[config.mk]
export PLATFORM = sky130hd
export DESIGN_NAME = wic_top
export DESIGN_NICKNAME = d
export VERILOG_FILES = /design/src/wic_pkg.sv /design/src/wic_sync.sv /design/src/wic_flag_bank.sv /design/src/wic_top.sv
export SDC_FILE = /design/constraint.sdc
export NUM_CORES = 1
export LEC_CHECK = 0
export BUFFER_PORTS_ARGS = -buffer_cell sky130_fd_sc_hd__buf_2
export CAP_MARGIN = 10
export CORE_MARGIN = 5
export CORE_UTILIZATION = 30
export CTS_CLUSTER_DIAMETER = 50
export DETAILED_ROUTE_END_ITERATION = 10
export GPL_ROUTABILITY_DRIVEN = 0
export MAX_ROUTING_LAYER = met4
export PLACE_DENSITY = 0.53
export SLEW_MARGIN = 10
export SYNTH_ARGS = -nofsm -noshare
export SYNTH_HDL_FRONTEND = slang
export SYNTH_HIERARCHICAL = 1
export SYNTH_SLANG_ARGS = --single-unit
[constraint.sdc]
create_clock -name clk -period 5.9 [get_ports clk]
set_input_delay 0.885 -clock clk [delete_from_list [all_inputs] [get_ports clk]]
set_output_delay 0.885 -clock clk [all_outputs]
set_load 0.02 [all_outputs]
[src/wic_pkg.sv]
// Shared types and constants for the wake and interrupt control block
package wic_pkg;

    // Instruction codes the CPU core presents on the command port
    typedef enum logic [3:0] {
        op_none,
        op_halt,
        op_stop,
        op_port_change_arm,
        op_halt_enable,
        op_irq_enable,
        op_stop_enable,
        op_request_clear,
        op_counter_start,
        op_status2_read,
        op_status3_read,
        op_status3x_read,
        op_status4_read
    } wic_op_e;

    typedef enum logic [1:0] {
        mode_run,
        mode_halt,
        mode_stop,
        mode_wake
    } wic_mode_e;

    typedef struct packed {
        wic_op_e op;
        logic [7:0] operand;
    } wic_cmd_s;

    // One-cycle events from neighbouring blocks, all on clk
    typedef struct packed {
        logic timer_one_uf;
        logic prediv_ovf;
        logic timer_two_uf;
        logic counter_finish;
        logic counter_ovf;
        logic port_c_change;
        logic port_d_change;
    } wic_src_s;

    localparam int NUM_REQ = 7;
    localparam int SYNC_STAGES = 3;
    localparam int PORT_WIDTH = 4;

    // Halt request indices
    localparam int REQ_PORT = 0;
    localparam int REQ_TIMER_ONE = 1;
    localparam int REQ_EXT_PIN = 2;
    localparam int REQ_PREDIV = 3;
    localparam int REQ_TIMER_TWO = 4;
    localparam int REQ_KEYS = 5;
    localparam int REQ_COUNTER = 6;

    // Operand bit positions
    localparam int ARM_PORT_C_BIT = 4;
    localparam int ARM_PORT_D_BIT = 3;
    localparam int STOP_EN_KEYS_BIT = 7;
    localparam int STOP_EN_EXT_BIT = 5;
    localparam int STOP_EN_PORTS_BIT = 4;

    // Status register 4 layout
    localparam int STATUS_FOUR_FLAGS_OVF_BIT = 2;
    localparam int STATUS_FOUR_FLAGS_WDT_BIT = 1;
    localparam int STATUS_FOUR_FLAGS_CLK_BIT = 0;

    // Reset values
    localparam logic [1:0] PORT_CHANGE_EN_RST = 2'h0;
    localparam logic [6:1] HALT_EN_RST = 6'h00;
    localparam logic [6:0] IRQ_EN_RST = 7'h00;
    localparam logic [2:0] STOP_EN_RST = 3'h0;

endpackage

[src/wic_sync.sv]
// Three-stage pin synchroniser that accepts a change once stages two and three agree
`timescale 1ns/1ns
module wic_sync #(
    parameter int WIDTH = 1
) (
    input wire logic clk,
    input wire logic rst_n,
    input wire logic ce,
    input wire logic [WIDTH-1:0] d,
    output logic [WIDTH-1:0] q
);
    import wic_pkg::*;

    logic [WIDTH-1:0] meta;
    logic [WIDTH-1:0] s2;
    logic [WIDTH-1:0] s3;

    if (WIDTH < 1) begin : g_chk
        $error("wic_sync needs WIDTH of at least 1");
    end

    always_ff @(posedge clk or negedge rst_n) begin
        if (!rst_n) begin
            meta <= '0;
            s2 <= '0;
            s3 <= '0;
        end else if (ce) begin
            meta <= d;
            s2 <= meta;
            s3 <= s2;
        end
    end

    for (genvar i = 0; i < WIDTH; i++) begin : g_bit
        always_ff @(posedge clk or negedge rst_n) begin
            if (!rst_n) begin
                q[i] <= 1'b0;
            end else if (ce && (s2[i] == s3[i])) begin
                q[i] <= s3[i];
            end
        end
    end
endmodule

[src/wic_flag_bank.sv]
// Bank of sticky flags where a set in the same cycle beats a clear
`timescale 1ns/1ns
module wic_flag_bank #(
    parameter int WIDTH = 1
) (
    input wire logic clk,
    input wire logic rst_n,
    input wire logic ce,
    input wire logic [WIDTH-1:0] set,
    input wire logic [WIDTH-1:0] clr,
    output logic [WIDTH-1:0] q
);
    import wic_pkg::*;

    if (WIDTH < 1) begin : g_chk
        $error("wic_flag_bank needs WIDTH of at least 1");
    end

    for (genvar i = 0; i < WIDTH; i++) begin : g_flag
        always_ff @(posedge clk or negedge rst_n) begin
            if (!rst_n) begin
                q[i] <= 1'b0;
            end else if (ce) begin
                if (set[i]) begin
                    q[i] <= 1'b1;
                end else if (clr[i]) begin
                    q[i] <= 1'b0;
                end
            end
        end
    end
endmodule

[src/wic_top.sv]
// Halt and stop release and interrupt enable control
//
// Overview of operation
// - Counter overflow sets flag; counter start clears it
// - Status 4 read gives overflow, watchdog, clock flags
// - Port C high in stop wakes if enabled
// - Port D high in stop wakes if enabled
// - Key latches high in stop wake if enabled
// - External pin change in stop raises request two
// - Stop refused unless ports input and low
// - Port-change enables written only by arming op
// - Armed port change releases halt, sets start flag
// - Port wake enters halt, falls back without flag
// - Port start flags raise request zero, interrupt zero
// - Accepted port interrupt blocks more until rearmed
// - Six halt enables gate the wake sources
// - External pin wakes stop with both enables
// - Key latches wake stop with both enables
// - Seven interrupt enables gate matching halt requests
// - Acceptance clears that request and its enable
// - Three stop enables written by stop-enable op
// - Request-clear operand bit n clears request n
// - Halt-enable operand bit n sets enable n
// - Operand bits: ports C/D 4/3, stops 7/5/4
// - Halt ignored while a release is pending
// - Stop with pending release enters halt instead
// - Arming op clears both port start flags
`timescale 1ns/1ns
module wic_top (
    input wire logic clk,
    input wire logic nrst,
    input wire logic ce,
    input wic_pkg::wic_cmd_s cmd,
    input wic_pkg::wic_src_s src,
    input wire logic irq_ack,
    input wire logic [3:0] port_c_pins,
    input wire logic [3:0] port_c_input_mode,
    input wire logic [3:0] port_d_pins,
    input wire logic [3:0] port_d_input_mode,
    input wire logic ext_wake_pin,
    input wire logic [3:0] key_inputs,
    input wire logic prediv_stage15,
    input wire logic watchdog_on_flag,
    input wire logic clock_select_flag,
    output logic irq_req,
    output logic [2:0] irq_num,
    output logic [3:0] read_data,
    output logic halt_mode,
    output logic stop_mode,
    output logic stop_wake_condition,
    output logic counter_overflow_flag
);
    import wic_pkg::*;

    localparam int PIN_BITS = 3 * PORT_WIDTH + 1;

    // Reset release path: asserts at once, releases on the clock
    logic rst_meta;
    logic rst_n;

    always_ff @(posedge clk or negedge nrst) begin
        if (!nrst) begin
            rst_meta <= 1'b0;
            rst_n <= 1'b0;
        end else if (ce) begin
            rst_meta <= 1'b1;
            rst_n <= rst_meta;
        end
    end

    // Pin conditioning
    logic [PIN_BITS-1:0] pins_raw;
    logic [PIN_BITS-1:0] pins_sync;
    logic [PORT_WIDTH-1:0] port_c_sync;
    logic [PORT_WIDTH-1:0] port_d_sync;
    logic [PORT_WIDTH-1:0] key_sync;
    logic ext_sync;

    assign pins_raw = {ext_wake_pin, key_inputs, port_d_pins, port_c_pins};

    // One shared synchroniser keeps all wake pins aligned to the same cycle
    wic_sync #(
        .WIDTH(PIN_BITS)
    ) u_pin_sync (
        .clk(clk),
        .rst_n(rst_n),
        .ce(ce),
        .d(pins_raw),
        .q(pins_sync)
    );

    assign port_c_sync = pins_sync[PORT_WIDTH-1:0];
    assign port_d_sync = pins_sync[2*PORT_WIDTH-1:PORT_WIDTH];
    assign key_sync = pins_sync[3*PORT_WIDTH-1:2*PORT_WIDTH];
    assign ext_sync = pins_sync[3*PORT_WIDTH];

    logic port_c_level;
    logic port_d_level;
    logic key_level;
    logic port_c_level_q;
    logic port_d_level_q;
    logic ext_q;
    logic port_c_change;
    logic port_d_change;
    logic ext_change;

    // Only pins in input mode take part; the rest are masked off
    assign port_c_level = |(port_c_sync & port_c_input_mode);
    assign port_d_level = |(port_d_sync & port_d_input_mode);
    assign key_level = |key_sync;

    // Edge history resets low, matching the idle level of the pins
    always_ff @(posedge clk or negedge rst_n) begin
        if (!rst_n) begin
            port_c_level_q <= 1'b0;
            port_d_level_q <= 1'b0;
            ext_q <= 1'b0;
        end else if (ce) begin
            port_c_level_q <= port_c_level;
            port_d_level_q <= port_d_level;
            ext_q <= ext_sync;
        end
    end

    assign port_c_change = port_c_level ^ port_c_level_q;
    assign port_d_change = port_d_level ^ port_d_level_q;
    assign ext_change = ext_sync ^ ext_q;

    // Mode and instruction decode
    wic_mode_e mode;
    wic_mode_e next_mode;
    logic cpu_running;
    logic do_halt;
    logic do_stop;
    logic do_arm;
    logic do_halt_en;
    logic do_irq_en;
    logic do_stop_en;
    logic do_clear;
    logic do_counter_start;

    // Instructions only execute while the core runs
    assign cpu_running = (mode == mode_run);
    assign do_halt = ce && cpu_running && (cmd.op == op_halt);
    assign do_stop = ce && cpu_running && (cmd.op == op_stop);
    assign do_arm = ce && cpu_running && (cmd.op == op_port_change_arm);
    assign do_halt_en = ce && cpu_running && (cmd.op == op_halt_enable);
    assign do_irq_en = ce && cpu_running && (cmd.op == op_irq_enable);
    assign do_stop_en = ce && cpu_running && (cmd.op == op_stop_enable);
    assign do_clear = ce && cpu_running && (cmd.op == op_request_clear);
    assign do_counter_start = ce && cpu_running && (cmd.op == op_counter_start);

    // Enable registers, all write-only from the core
    logic [1:0] port_change_enables;
    logic [NUM_REQ-1:1] halt_release_enables;
    logic [NUM_REQ-1:0] interrupt_enables;
    logic [2:0] stop_release_enables;
    logic port_c_change_enable;
    logic port_d_change_enable;
    logic stop_enable_port_c;
    logic stop_enable_port_d;
    logic stop_enable_ext_pin;
    logic stop_enable_keys;

    always_ff @(posedge clk or negedge rst_n) begin
        if (!rst_n) begin
            port_change_enables <= PORT_CHANGE_EN_RST;
        end else if (do_arm) begin
            port_change_enables <= {cmd.operand[ARM_PORT_C_BIT], cmd.operand[ARM_PORT_D_BIT]};
        end
    end

    assign port_c_change_enable = port_change_enables[1];
    assign port_d_change_enable = port_change_enables[0];

    always_ff @(posedge clk or negedge rst_n) begin
        if (!rst_n) begin
            halt_release_enables <= HALT_EN_RST;
        end else if (do_halt_en) begin
            halt_release_enables <= cmd.operand[NUM_REQ-1:1];
        end
    end

    logic irq_take;
    logic [NUM_REQ-1:0] irq_pending;

    // A fresh write wins over an acceptance in the same cycle
    always_ff @(posedge clk or negedge rst_n) begin
        if (!rst_n) begin
            interrupt_enables <= IRQ_EN_RST;
        end else if (do_irq_en) begin
            interrupt_enables <= cmd.operand[NUM_REQ-1:0];
        end else if (irq_take) begin
            interrupt_enables[irq_num] <= 1'b0;
        end
    end

    always_ff @(posedge clk or negedge rst_n) begin
        if (!rst_n) begin
            stop_release_enables <= STOP_EN_RST;
        end else if (do_stop_en) begin
            stop_release_enables <= {cmd.operand[STOP_EN_KEYS_BIT],
                cmd.operand[STOP_EN_EXT_BIT], cmd.operand[STOP_EN_PORTS_BIT]};
        end
    end

    // One enable serves both ports
    assign stop_enable_keys = stop_release_enables[2];
    assign stop_enable_ext_pin = stop_release_enables[1];
    assign stop_enable_port_c = stop_release_enables[0];
    assign stop_enable_port_d = stop_release_enables[0];

    // Port start flags and the port interrupt lockout
    logic [1:0] start_set;
    logic [1:0] start_clr;
    logic [1:0] port_start_flags;
    logic port_c_start_flag;
    logic port_d_start_flag;
    logic port_irq_blocked;

    assign start_set = {port_c_change && port_c_change_enable,
        port_d_change && port_d_change_enable};
    assign start_clr = {2{do_arm}};

    wic_flag_bank #(
        .WIDTH(2)
    ) u_start_flags (
        .clk(clk),
        .rst_n(rst_n),
        .ce(ce),
        .set(start_set),
        .clr(start_clr),
        .q(port_start_flags)
    );

    assign port_c_start_flag = port_start_flags[1];
    assign port_d_start_flag = port_start_flags[0];

    // Once port interrupt is taken, port changes stop requesting it
    always_ff @(posedge clk or negedge rst_n) begin
        if (!rst_n) begin
            port_irq_blocked <= 1'b0;
        end else if (ce) begin
            if (irq_take && (irq_num == 3'(REQ_PORT))) begin
                port_irq_blocked <= 1'b1;
            end else if (do_arm) begin
                port_irq_blocked <= 1'b0;
            end
        end
    end

    // Halt requests
    logic [NUM_REQ-1:0] req_set;
    logic [NUM_REQ-1:0] req_clr;
    logic [NUM_REQ-1:0] halt_request;
    logic halt_request_port;
    logic halt_request_ext_pin;

    always_comb begin
        req_set = '0;
        req_set[REQ_PORT] = (|start_set) && !port_irq_blocked;
        req_set[REQ_TIMER_ONE] = src.timer_one_uf;
        req_set[REQ_EXT_PIN] = ext_change;
        req_set[REQ_PREDIV] = src.prediv_ovf;
        req_set[REQ_TIMER_TWO] = src.timer_two_uf;
        req_set[REQ_KEYS] = key_level;
        req_set[REQ_COUNTER] = src.counter_finish;
    end

    always_comb begin
        req_clr = '0;
        if (do_clear) begin
            req_clr = cmd.operand[NUM_REQ-1:0];
        end
        if (irq_take) begin
            req_clr[irq_num] = 1'b1;
        end
    end

    // A new event beats a clear in the same cycle
    wic_flag_bank #(
        .WIDTH(NUM_REQ)
    ) u_halt_requests (
        .clk(clk),
        .rst_n(rst_n),
        .ce(ce),
        .set(req_set),
        .clr(req_clr),
        .q(halt_request)
    );

    assign halt_request_port = halt_request[REQ_PORT];
    assign halt_request_ext_pin = halt_request[REQ_EXT_PIN];

    // Interrupts: lowest index wins
    assign irq_pending = halt_request & interrupt_enables;
    assign irq_req = |irq_pending;
    assign irq_take = ce && irq_ack && irq_req;

    always_comb begin
        irq_num = '0;
        for (int i = NUM_REQ - 1; i >= 0; i--) begin
            if (irq_pending[i]) begin
                irq_num = 3'(i);
            end
        end
    end

    // Release conditions
    logic [NUM_REQ-1:1] start_cond;
    logic halt_release_pending;
    logic in_stop;
    logic port_c_stop_request;
    logic port_d_stop_request;
    logic key_stop_request;
    logic stop_wake_set;
    logic stop_release;
    logic stop_release_hold;
    logic stop_release_pending;
    logic ports_ready;

    assign start_cond = halt_request[NUM_REQ-1:1] & halt_release_enables;
    assign halt_release_pending = (|port_start_flags) || (|start_cond) || irq_req;

    assign in_stop = (mode == mode_stop);
    assign port_c_stop_request = in_stop && port_c_level;
    assign port_d_stop_request = in_stop && port_d_level;
    assign key_stop_request = in_stop && key_level;

    assign stop_wake_set = (stop_enable_port_c && port_c_stop_request)
        || (stop_enable_port_d && port_d_stop_request)
        || (stop_enable_keys && key_stop_request)
        || (stop_enable_ext_pin && in_stop && ext_change);

    // Leaving stop needs the halt side enabled too, else the core would sleep on
    assign stop_release = (stop_enable_port_c && port_c_change_enable && port_c_stop_request)
        || (stop_enable_port_d && port_d_change_enable && port_d_stop_request)
        || (stop_enable_keys && halt_release_enables[REQ_KEYS] && key_stop_request)
        || (stop_enable_ext_pin && halt_release_enables[REQ_EXT_PIN] && in_stop
            && ext_change);

    assign stop_release_hold = (stop_enable_port_c && port_c_change_enable && port_c_level)
        || (stop_enable_port_d && port_d_change_enable && port_d_level)
        || (stop_enable_keys && halt_release_enables[REQ_KEYS] && key_level);

    assign stop_release_pending = (stop_enable_keys && key_level)
        || (stop_enable_ext_pin && halt_request_ext_pin);

    // Every port pin must be an input and low before entering stop
    assign ports_ready = (&port_c_input_mode) && (&port_d_input_mode)
        && !(|port_c_sync) && !(|port_d_sync);

    always_ff @(posedge clk or negedge rst_n) begin
        if (!rst_n) begin
            stop_wake_condition <= 1'b0;
        end else if (ce) begin
            if (stop_wake_set) begin
                stop_wake_condition <= 1'b1;
            end else if (do_stop) begin
                stop_wake_condition <= 1'b0;
            end
        end
    end

    // Mode machine
    always_comb begin
        next_mode = mode;
        case (mode)
            mode_run: begin
                if (do_stop && ports_ready) begin
                    if (stop_release_pending) begin
                        next_mode = mode_halt;
                    end else begin
                        next_mode = mode_stop;
                    end
                end else if (do_halt && !halt_release_pending) begin
                    next_mode = mode_halt;
                end
            end
            mode_halt: begin
                if (halt_release_pending) begin
                    next_mode = mode_run;
                end
            end
            mode_stop: begin
                if (stop_release) begin
                    next_mode = mode_wake;
                end
            end
            mode_wake: begin
                // A short pulse that never set a flag drops back to stop
                if (halt_release_pending) begin
                    next_mode = mode_run;
                end else if (!stop_release_hold) begin
                    next_mode = mode_stop;
                end
            end
            default: begin
                next_mode = mode_run;
            end
        endcase
    end

    always_ff @(posedge clk or negedge rst_n) begin
        if (!rst_n) begin
            mode <= mode_run;
        end else if (ce) begin
            mode <= next_mode;
        end
    end

    assign halt_mode = (mode == mode_halt) || (mode == mode_wake);
    assign stop_mode = in_stop;

    // Counter overflow flag: overflow beats a start in the same cycle
    always_ff @(posedge clk or negedge rst_n) begin
        if (!rst_n) begin
            counter_overflow_flag <= 1'b0;
        end else if (ce) begin
            if (src.counter_ovf) begin
                counter_overflow_flag <= 1'b1;
            end else if (do_counter_start) begin
                counter_overflow_flag <= 1'b0;
            end
        end
    end

    // Status reads
    logic [3:0] status4_word;
    logic status2_any;

    always_comb begin
        status4_word = '0;
        status4_word[STATUS_FOUR_FLAGS_OVF_BIT] = counter_overflow_flag;
        status4_word[STATUS_FOUR_FLAGS_WDT_BIT] = watchdog_on_flag;
        status4_word[STATUS_FOUR_FLAGS_CLK_BIT] = clock_select_flag;
    end

    // Key wake is not one of the summary sources
    assign status2_any = start_cond[REQ_TIMER_ONE] || start_cond[REQ_EXT_PIN]
        || start_cond[REQ_PREDIV] || start_cond[REQ_TIMER_TWO] || start_cond[REQ_COUNTER];

    always_ff @(posedge clk or negedge rst_n) begin
        if (!rst_n) begin
            read_data <= '0;
        end else if (ce && cpu_running) begin
            case (cmd.op)
                op_status2_read: begin
                    read_data <= {port_d_start_flag, status2_any, port_c_start_flag, 1'b0};
                end
                op_status3_read: begin
                    read_data <= {start_cond[REQ_PREDIV], prediv_stage15,
                        start_cond[REQ_TIMER_ONE], start_cond[REQ_EXT_PIN]};
                end
                op_status3x_read: begin
                    read_data <= {start_cond[REQ_COUNTER], 1'b0,
                        start_cond[REQ_TIMER_TWO], start_cond[REQ_KEYS]};
                end
                op_status4_read: begin
                    read_data <= status4_word;
                end
                default: begin
                    read_data <= read_data;
                end
            endcase
        end
    end

    // Checks
    ovf_set_a: assert property (@(posedge clk) disable iff (!rst_n)
        ce && src.counter_ovf |=> counter_overflow_flag)
        else $error("overflow flag not set");

    ovf_clear_a: assert property (@(posedge clk) disable iff (!rst_n)
        do_counter_start && !src.counter_ovf |=> !counter_overflow_flag)
        else $error("overflow flag not cleared");

    irq_load_a: assert property (@(posedge clk) disable iff (!rst_n)
        do_irq_en |=> interrupt_enables == $past(cmd.operand[NUM_REQ-1:0]))
        else $error("interrupt enables not loaded");

    ack_clear_a: assert property (@(posedge clk) disable iff (!rst_n)
        irq_take && !do_irq_en |=> !interrupt_enables[$past(irq_num)])
        else $error("accepted interrupt enable not cleared");

    halt_refuse_a: assert property (@(posedge clk) disable iff (!rst_n)
        cpu_running && do_halt && halt_release_pending |=> !halt_mode)
        else $error("halt entered with release pending");

    stop_refuse_a: assert property (@(posedge clk) disable iff (!rst_n)
        cpu_running && do_stop && !ports_ready |=> !stop_mode)
        else $error("stop entered with ports not ready");

    stop_divert_a: assert property (@(posedge clk) disable iff (!rst_n)
        do_stop && ports_ready && stop_release_pending |=> halt_mode && !stop_mode)
        else $error("stop entered with stop release pending");

    arm_clear_a: assert property (@(posedge clk) disable iff (!rst_n)
        do_arm && !(|start_set) |=> !(|port_start_flags))
        else $error("arming did not clear port start flags");
endmodule

==> flow_results.xml <==
<?xml version="1.0" encoding="UTF-8"?>
<metrics>
  <group name="cells_and_area">
    <metric name="top_library_cells_by_usage_in_the_layout_fill_and_taps_aside" unit="">sky130_fd_sc_hd__dfrtp_1 (92), sky130_fd_sc_hd__buf_2 (55), sky130_fd_sc_hd__mux2_2 (53)</metric>
    <metric name="layout-area-overhead-vs-synth" unit="%">16.7</metric>
    <metric name="fraction_of_layout_cells_with_a_size_suffix_above_1" unit="%">32.4</metric>
    <metric name="final_design_area_no_fill" unit="sq mm">0.00510</metric>
    <metric name="fin_cells" unit="">613</metric>
    <metric name="finish.net_count" unit="">471</metric>
    <metric name="antenna_cells_inserted" unit="">0</metric>
    <metric name="final_core_util" unit="%">35.4</metric>
    <metric name="layout.cells.most_common" unit="">sky130_fd_sc_hd__dfrtp_1</metric>
  </group>
  <group name="synthesis">
    <metric name="synthesis.area_per_instance" unit="sq um">11.7</metric>
    <metric name="syn_area" unit="sq mm">0.00437</metric>
    <metric name="post_synthesis_xor_xnor_area_fraction" unit="%">0.802</metric>
    <metric name="synth_compound_gate_area_share" unit="%">15.7</metric>
    <metric name="seq_area_frac_synth" unit="%">53.2</metric>
    <metric name="synth.area.mux_share" unit="%">13.7</metric>
    <metric name="synth_top_family_by_area" unit="">compound AO/OA/AOI/OAI gates</metric>
    <metric name="dominantRegCellSynth" unit="">sky130_fd_sc_hd__dfrtp_1</metric>
    <metric name="synth_edf_count" unit="">0</metric>
    <metric name="synthesis.nets" unit="">419</metric>
    <metric name="synth-simple-area-share" unit="%">13.8</metric>
    <metric name="synth_async_sr_flop_share" unit="%">100</metric>
    <metric name="synth_adder_area_share" unit="%">0</metric>
    <metric name="netlist-cell-type-count" unit="">52</metric>
    <metric name="yosysWarnings" unit="">6</metric>
    <metric name="synthesis.instances" unit="">372</metric>
    <metric name="synth_seq_cells" unit="">93</metric>
  </group>
  <group name="place">
    <metric name="post-place-ws" unit="ps">2890</metric>
    <metric name="placement.io_buffers" unit="">56</metric>
    <metric name="dpl.cell_count" unit="">597</metric>
    <metric name="dp_hpwl" unit="um">6720</metric>
    <metric name="postPlaceCellArea" unit="sq mm">0.00479</metric>
  </group>
  <group name="timing">
    <metric name="finalWorstPathRequiredPeriod" unit="ps">2650</metric>
    <metric name="maxSlewHeadroom" unit="%">36.3</metric>
    <metric name="maxClockFrequency" unit="MHz">377</metric>
    <metric name="fin_setup_tns" unit="ps">0</metric>
    <metric name="report.final.hold_viol_count" unit="">0</metric>
    <metric name="finalMaxSlewViolations" unit="">0</metric>
    <metric name="measured_slew_at_the_worst_slew_check_pin" unit="ps">955</metric>
    <metric name="fin_worst_hold_slack" unit="ps">314</metric>
    <metric name="grt_setup_unrepaired" unit="">no</metric>
    <metric name="final-setup-viol-count" unit="">0</metric>
    <metric name="worst_slack" unit="ps">3250</metric>
    <metric name="period_share" unit="%">44.9</metric>
    <metric name="final.setup_skew" unit="ps">7.00</metric>
  </group>
  <group name="floorplan">
    <metric name="design.die.area" unit="sq mm">0.0171</metric>
    <metric name="die_height" unit="um">131</metric>
    <metric name="start_util" unit="%">30.3</metric>
    <metric name="row_count" unit="">44</metric>
    <metric name="core_area" unit="sq mm">0.0144</metric>
    <metric name="pin_count" unit="">59</metric>
    <metric name="die_x" unit="um">131</metric>
  </group>
  <group name="route">
    <metric name="routed_wirelength" unit="um">9580</metric>
    <metric name="route.vias.total" unit="">3117</metric>
    <metric name="drt-pass1-iter-count" unit="">5</metric>
    <metric name="met3_wirelength" unit="um">670</metric>
    <metric name="drt-vias-per-instance" unit="">5.08</metric>
    <metric name="top_layer_used" unit="">met4</metric>
    <metric name="drc_errors" unit="">0</metric>
    <metric name="routed-wl-met2" unit="um">4270</metric>
    <metric name="routed_wirelength_normalized_by_instance_count" unit="um">15.6</metric>
    <metric name="wirelength_met1" unit="um">4520</metric>
    <metric name="drtAntennaViolNets" unit="">0</metric>
    <metric name="dr.first_iter.drc_count" unit="">208</metric>
  </group>
  <group name="power_and_ir_drop">
    <metric name="cellPowerDensity" unit="mW/mm^2">383</metric>
    <metric name="total_switching_power" unit="uW">602</metric>
    <metric name="pwr-share-seq" unit="%">46.7</metric>
    <metric name="power_leakage" unit="nW">2.11</metric>
    <metric name="finalPower" unit="mW">1.95</metric>
    <metric name="clockPowerShare" unit="%">31.2</metric>
    <metric name="share_of_power_burned_in_combinational_logic" unit="%">22.1</metric>
    <metric name="internal-power" unit="mW">1.35</metric>
    <metric name="ir_drop" unit="mV">0.189</metric>
    <metric name="sw_frac_of_total" unit="%">30.8</metric>
  </group>
  <group name="status">
    <metric name="outcome" unit="">finished clean</metric>
  </group>
  <group name="clocking">
    <metric name="post_cts_buffers" unit="">0</metric>
    <metric name="cts.sinks" unit="">93</metric>
    <metric name="cts-resized-gates" unit="">0</metric>
    <metric name="insertion_delay" unit="ps">340</metric>
    <metric name="htree_levels" unit="">3</metric>
    <metric name="cts_buffers" unit="">9</metric>
    <metric name="cts_tree" unit="">yes</metric>
    <metric name="cts_hold_buf" unit="">0</metric>
    <metric name="clock_tree_root" unit="">sky130_fd_sc_hd__clkbuf_16</metric>
    <metric name="ctsLongestPathBuffers" unit="">2</metric>
    <metric name="cts.clk_slew.worst_paths" unit="ps">70</metric>
  </group>
  <group name="global_route">
    <metric name="grt_pass1_wl" unit="um">15900</metric>
    <metric name="number_of_antenna_violations_at_the_first_check_in_global_routing" unit="">0</metric>
    <metric name="grt_max_degree" unit="">88</metric>
    <metric name="grtUsageTotal" unit="%">12.2</metric>
    <metric name="via_count_of_the_first_global_routing_pass" unit="">3049</metric>
    <metric name="overflow" unit="">0</metric>
  </group>
  <group name="setup_path">
    <metric name="r2r_setup_slack" unit="ps">3850</metric>
    <metric name="worst-endpoint-arrival" unit="ps">2900</metric>
    <metric name="cp-endpoint" unit="">read_data[3]</metric>
    <metric name="worst-path-max-fanout" unit="">87</metric>
    <metric name="rr_worst_depth" unit="">6</metric>
    <metric name="endpoint_kind" unit="">register</metric>
    <metric name="crit_path_start" unit="">ce</metric>
    <metric name="crit_type" unit="">primary input to register</metric>
    <metric name="critical_path.startpoint_type" unit="">primary input</metric>
    <metric name="reg2reg_to" unit="">u_halt_requests/q[5]</metric>
    <metric name="critical_path_required" unit="ps">6150</metric>
    <metric name="regToRegStartpoint" unit="">mode[0]</metric>
  </group>
  <group name="hold_path">
    <metric name="min_delay_worst_type" unit="">register to asynchronous set/reset pin</metric>
  </group>
  <group name="job">
    <metric name="max-cap-violations" unit="">0</metric>
  </group>
</metrics>
logic make-up after synthesis:
logic type             after synthesis
AND/OR/NAND/NOR                    118
buffers and inverters               19
flip-flops                          93
multiplexers                        53
AO/OA/AOI/OAI                       85
XOR/XNOR                             4
area by class of cell:
cell class / instances / area [sq um]
clock buffer: 10 / 239
clock inverter: 6 / 76.3
fill: 1477 / 9320
inverter: 2 / 7.51
multi-input combinational: 260 / 1920
sequential: 93 / 2330
tap: 184 / 230
timing repair buffer: 58 / 298
routing by layer:
| metal | track usage, % | vias up |
|---|---|---|
| li1 | - | 1492 |
| met1 | 16.3 | 1506 |
| met2 | 18.0 | 104 |
| met3 | 3.62 | 15 |
| met4 | 3.45 | 0 |
| met5 | - | - |
synthesized netlist by cell type, types with 2 or more instances:
cell type	number	area, sq um
sky130_fd_sc_hd__dfrtp_1	93	2330
sky130_fd_sc_hd__mux2_2	53	597
sky130_fd_sc_hd__nand2_1	48	180
sky130_fd_sc_hd__a22o_1	22	193
sky130_fd_sc_hd__a21o_1	17	128
sky130_fd_sc_hd__nand2b_1	13	81.3
sky130_fd_sc_hd__nor2_1	12	45.0
sky130_fd_sc_hd__nand3_1	11	55.1
sky130_fd_sc_hd__o21ai_0	9	45.0
sky130_fd_sc_hd__clkbuf_1	7	26.3
sky130_fd_sc_hd__and3_1	6	37.5
sky130_fd_sc_hd__buf_6	6	67.6
sky130_fd_sc_hd__a21oi_1	5	25.0
sky130_fd_sc_hd__and2_1	5	31.3
sky130_fd_sc_hd__a22o_2	4	40.0
sky130_fd_sc_hd__nand4_1	4	25.0
sky130_fd_sc_hd__a222oi_1	3	30.0
sky130_fd_sc_hd__buf_2	3	15.0
sky130_fd_sc_hd__nor2b_1	3	18.8
sky130_fd_sc_hd__nor3_1	3	15.0
sky130_fd_sc_hd__o31ai_1	3	22.5
sky130_fd_sc_hd__xnor2_1	3	26.3
sky130_fd_sc_hd__a221oi_2	2	30.0
sky130_fd_sc_hd__a22oi_1	2	15.0
sky130_fd_sc_hd__a32o_1	2	20.0
sky130_fd_sc_hd__a32oi_1	2	17.5
sky130_fd_sc_hd__a41oi_1	2	17.5
sky130_fd_sc_hd__inv_1	2	7.51
sky130_fd_sc_hd__nor4b_1	2	17.5
sky130_fd_sc_hd__o221ai_1	2	17.5
sky130_fd_sc_hd__o41ai_1	2	17.5
flip-flops by register name, summed over array words and instances (netlist names), 3 cells and up:
signal and count:
u_pin_sync/q 13, halt_release_enables 6, interrupt_enables 7, u_pin_sync/s2 13, stop_release_enables 3, u_halt_requests/q 7
u_pin_sync/meta 13, read_data 4, u_pin_sync/s3 13
power groups by stage:
stage	sequential [mW]	clock (mW)	combinational, mW
after floorplan	0.895	0	0.321
after global placement	0.917	0	0.421
after detailed placement	0.923	0	0.431
after CTS	0.911	0.632	0.435
after global routing	0.934	0.659	0.480
final	0.912	0.609	0.431
critical path, stage by stage:
cell	delay (ps)
sky130_fd_sc_hd__buf_4	170
sky130_fd_sc_hd__buf_4	720
sky130_fd_sc_hd__inv_1	200
sky130_fd_sc_hd__nor3_1	270
sky130_fd_sc_hd__and3_1	350
sky130_fd_sc_hd__nor2_1	70
sky130_fd_sc_hd__a41oi_1	180
worst min-delay path by stage:
stage	end	slack, ps	from
finish	interrupt_enables[1]	310	rst_n
global route	rst_meta	300	nrst
CTS	rst_n	300	nrst
detailed placement	u_halt_requests/q[0]	340	rst_n
global placement	u_halt_requests/q[0]	330	rst_n
floorplan	rst_meta	430	rst_meta
Note: power is estimated with default switching activity, not from simulation.
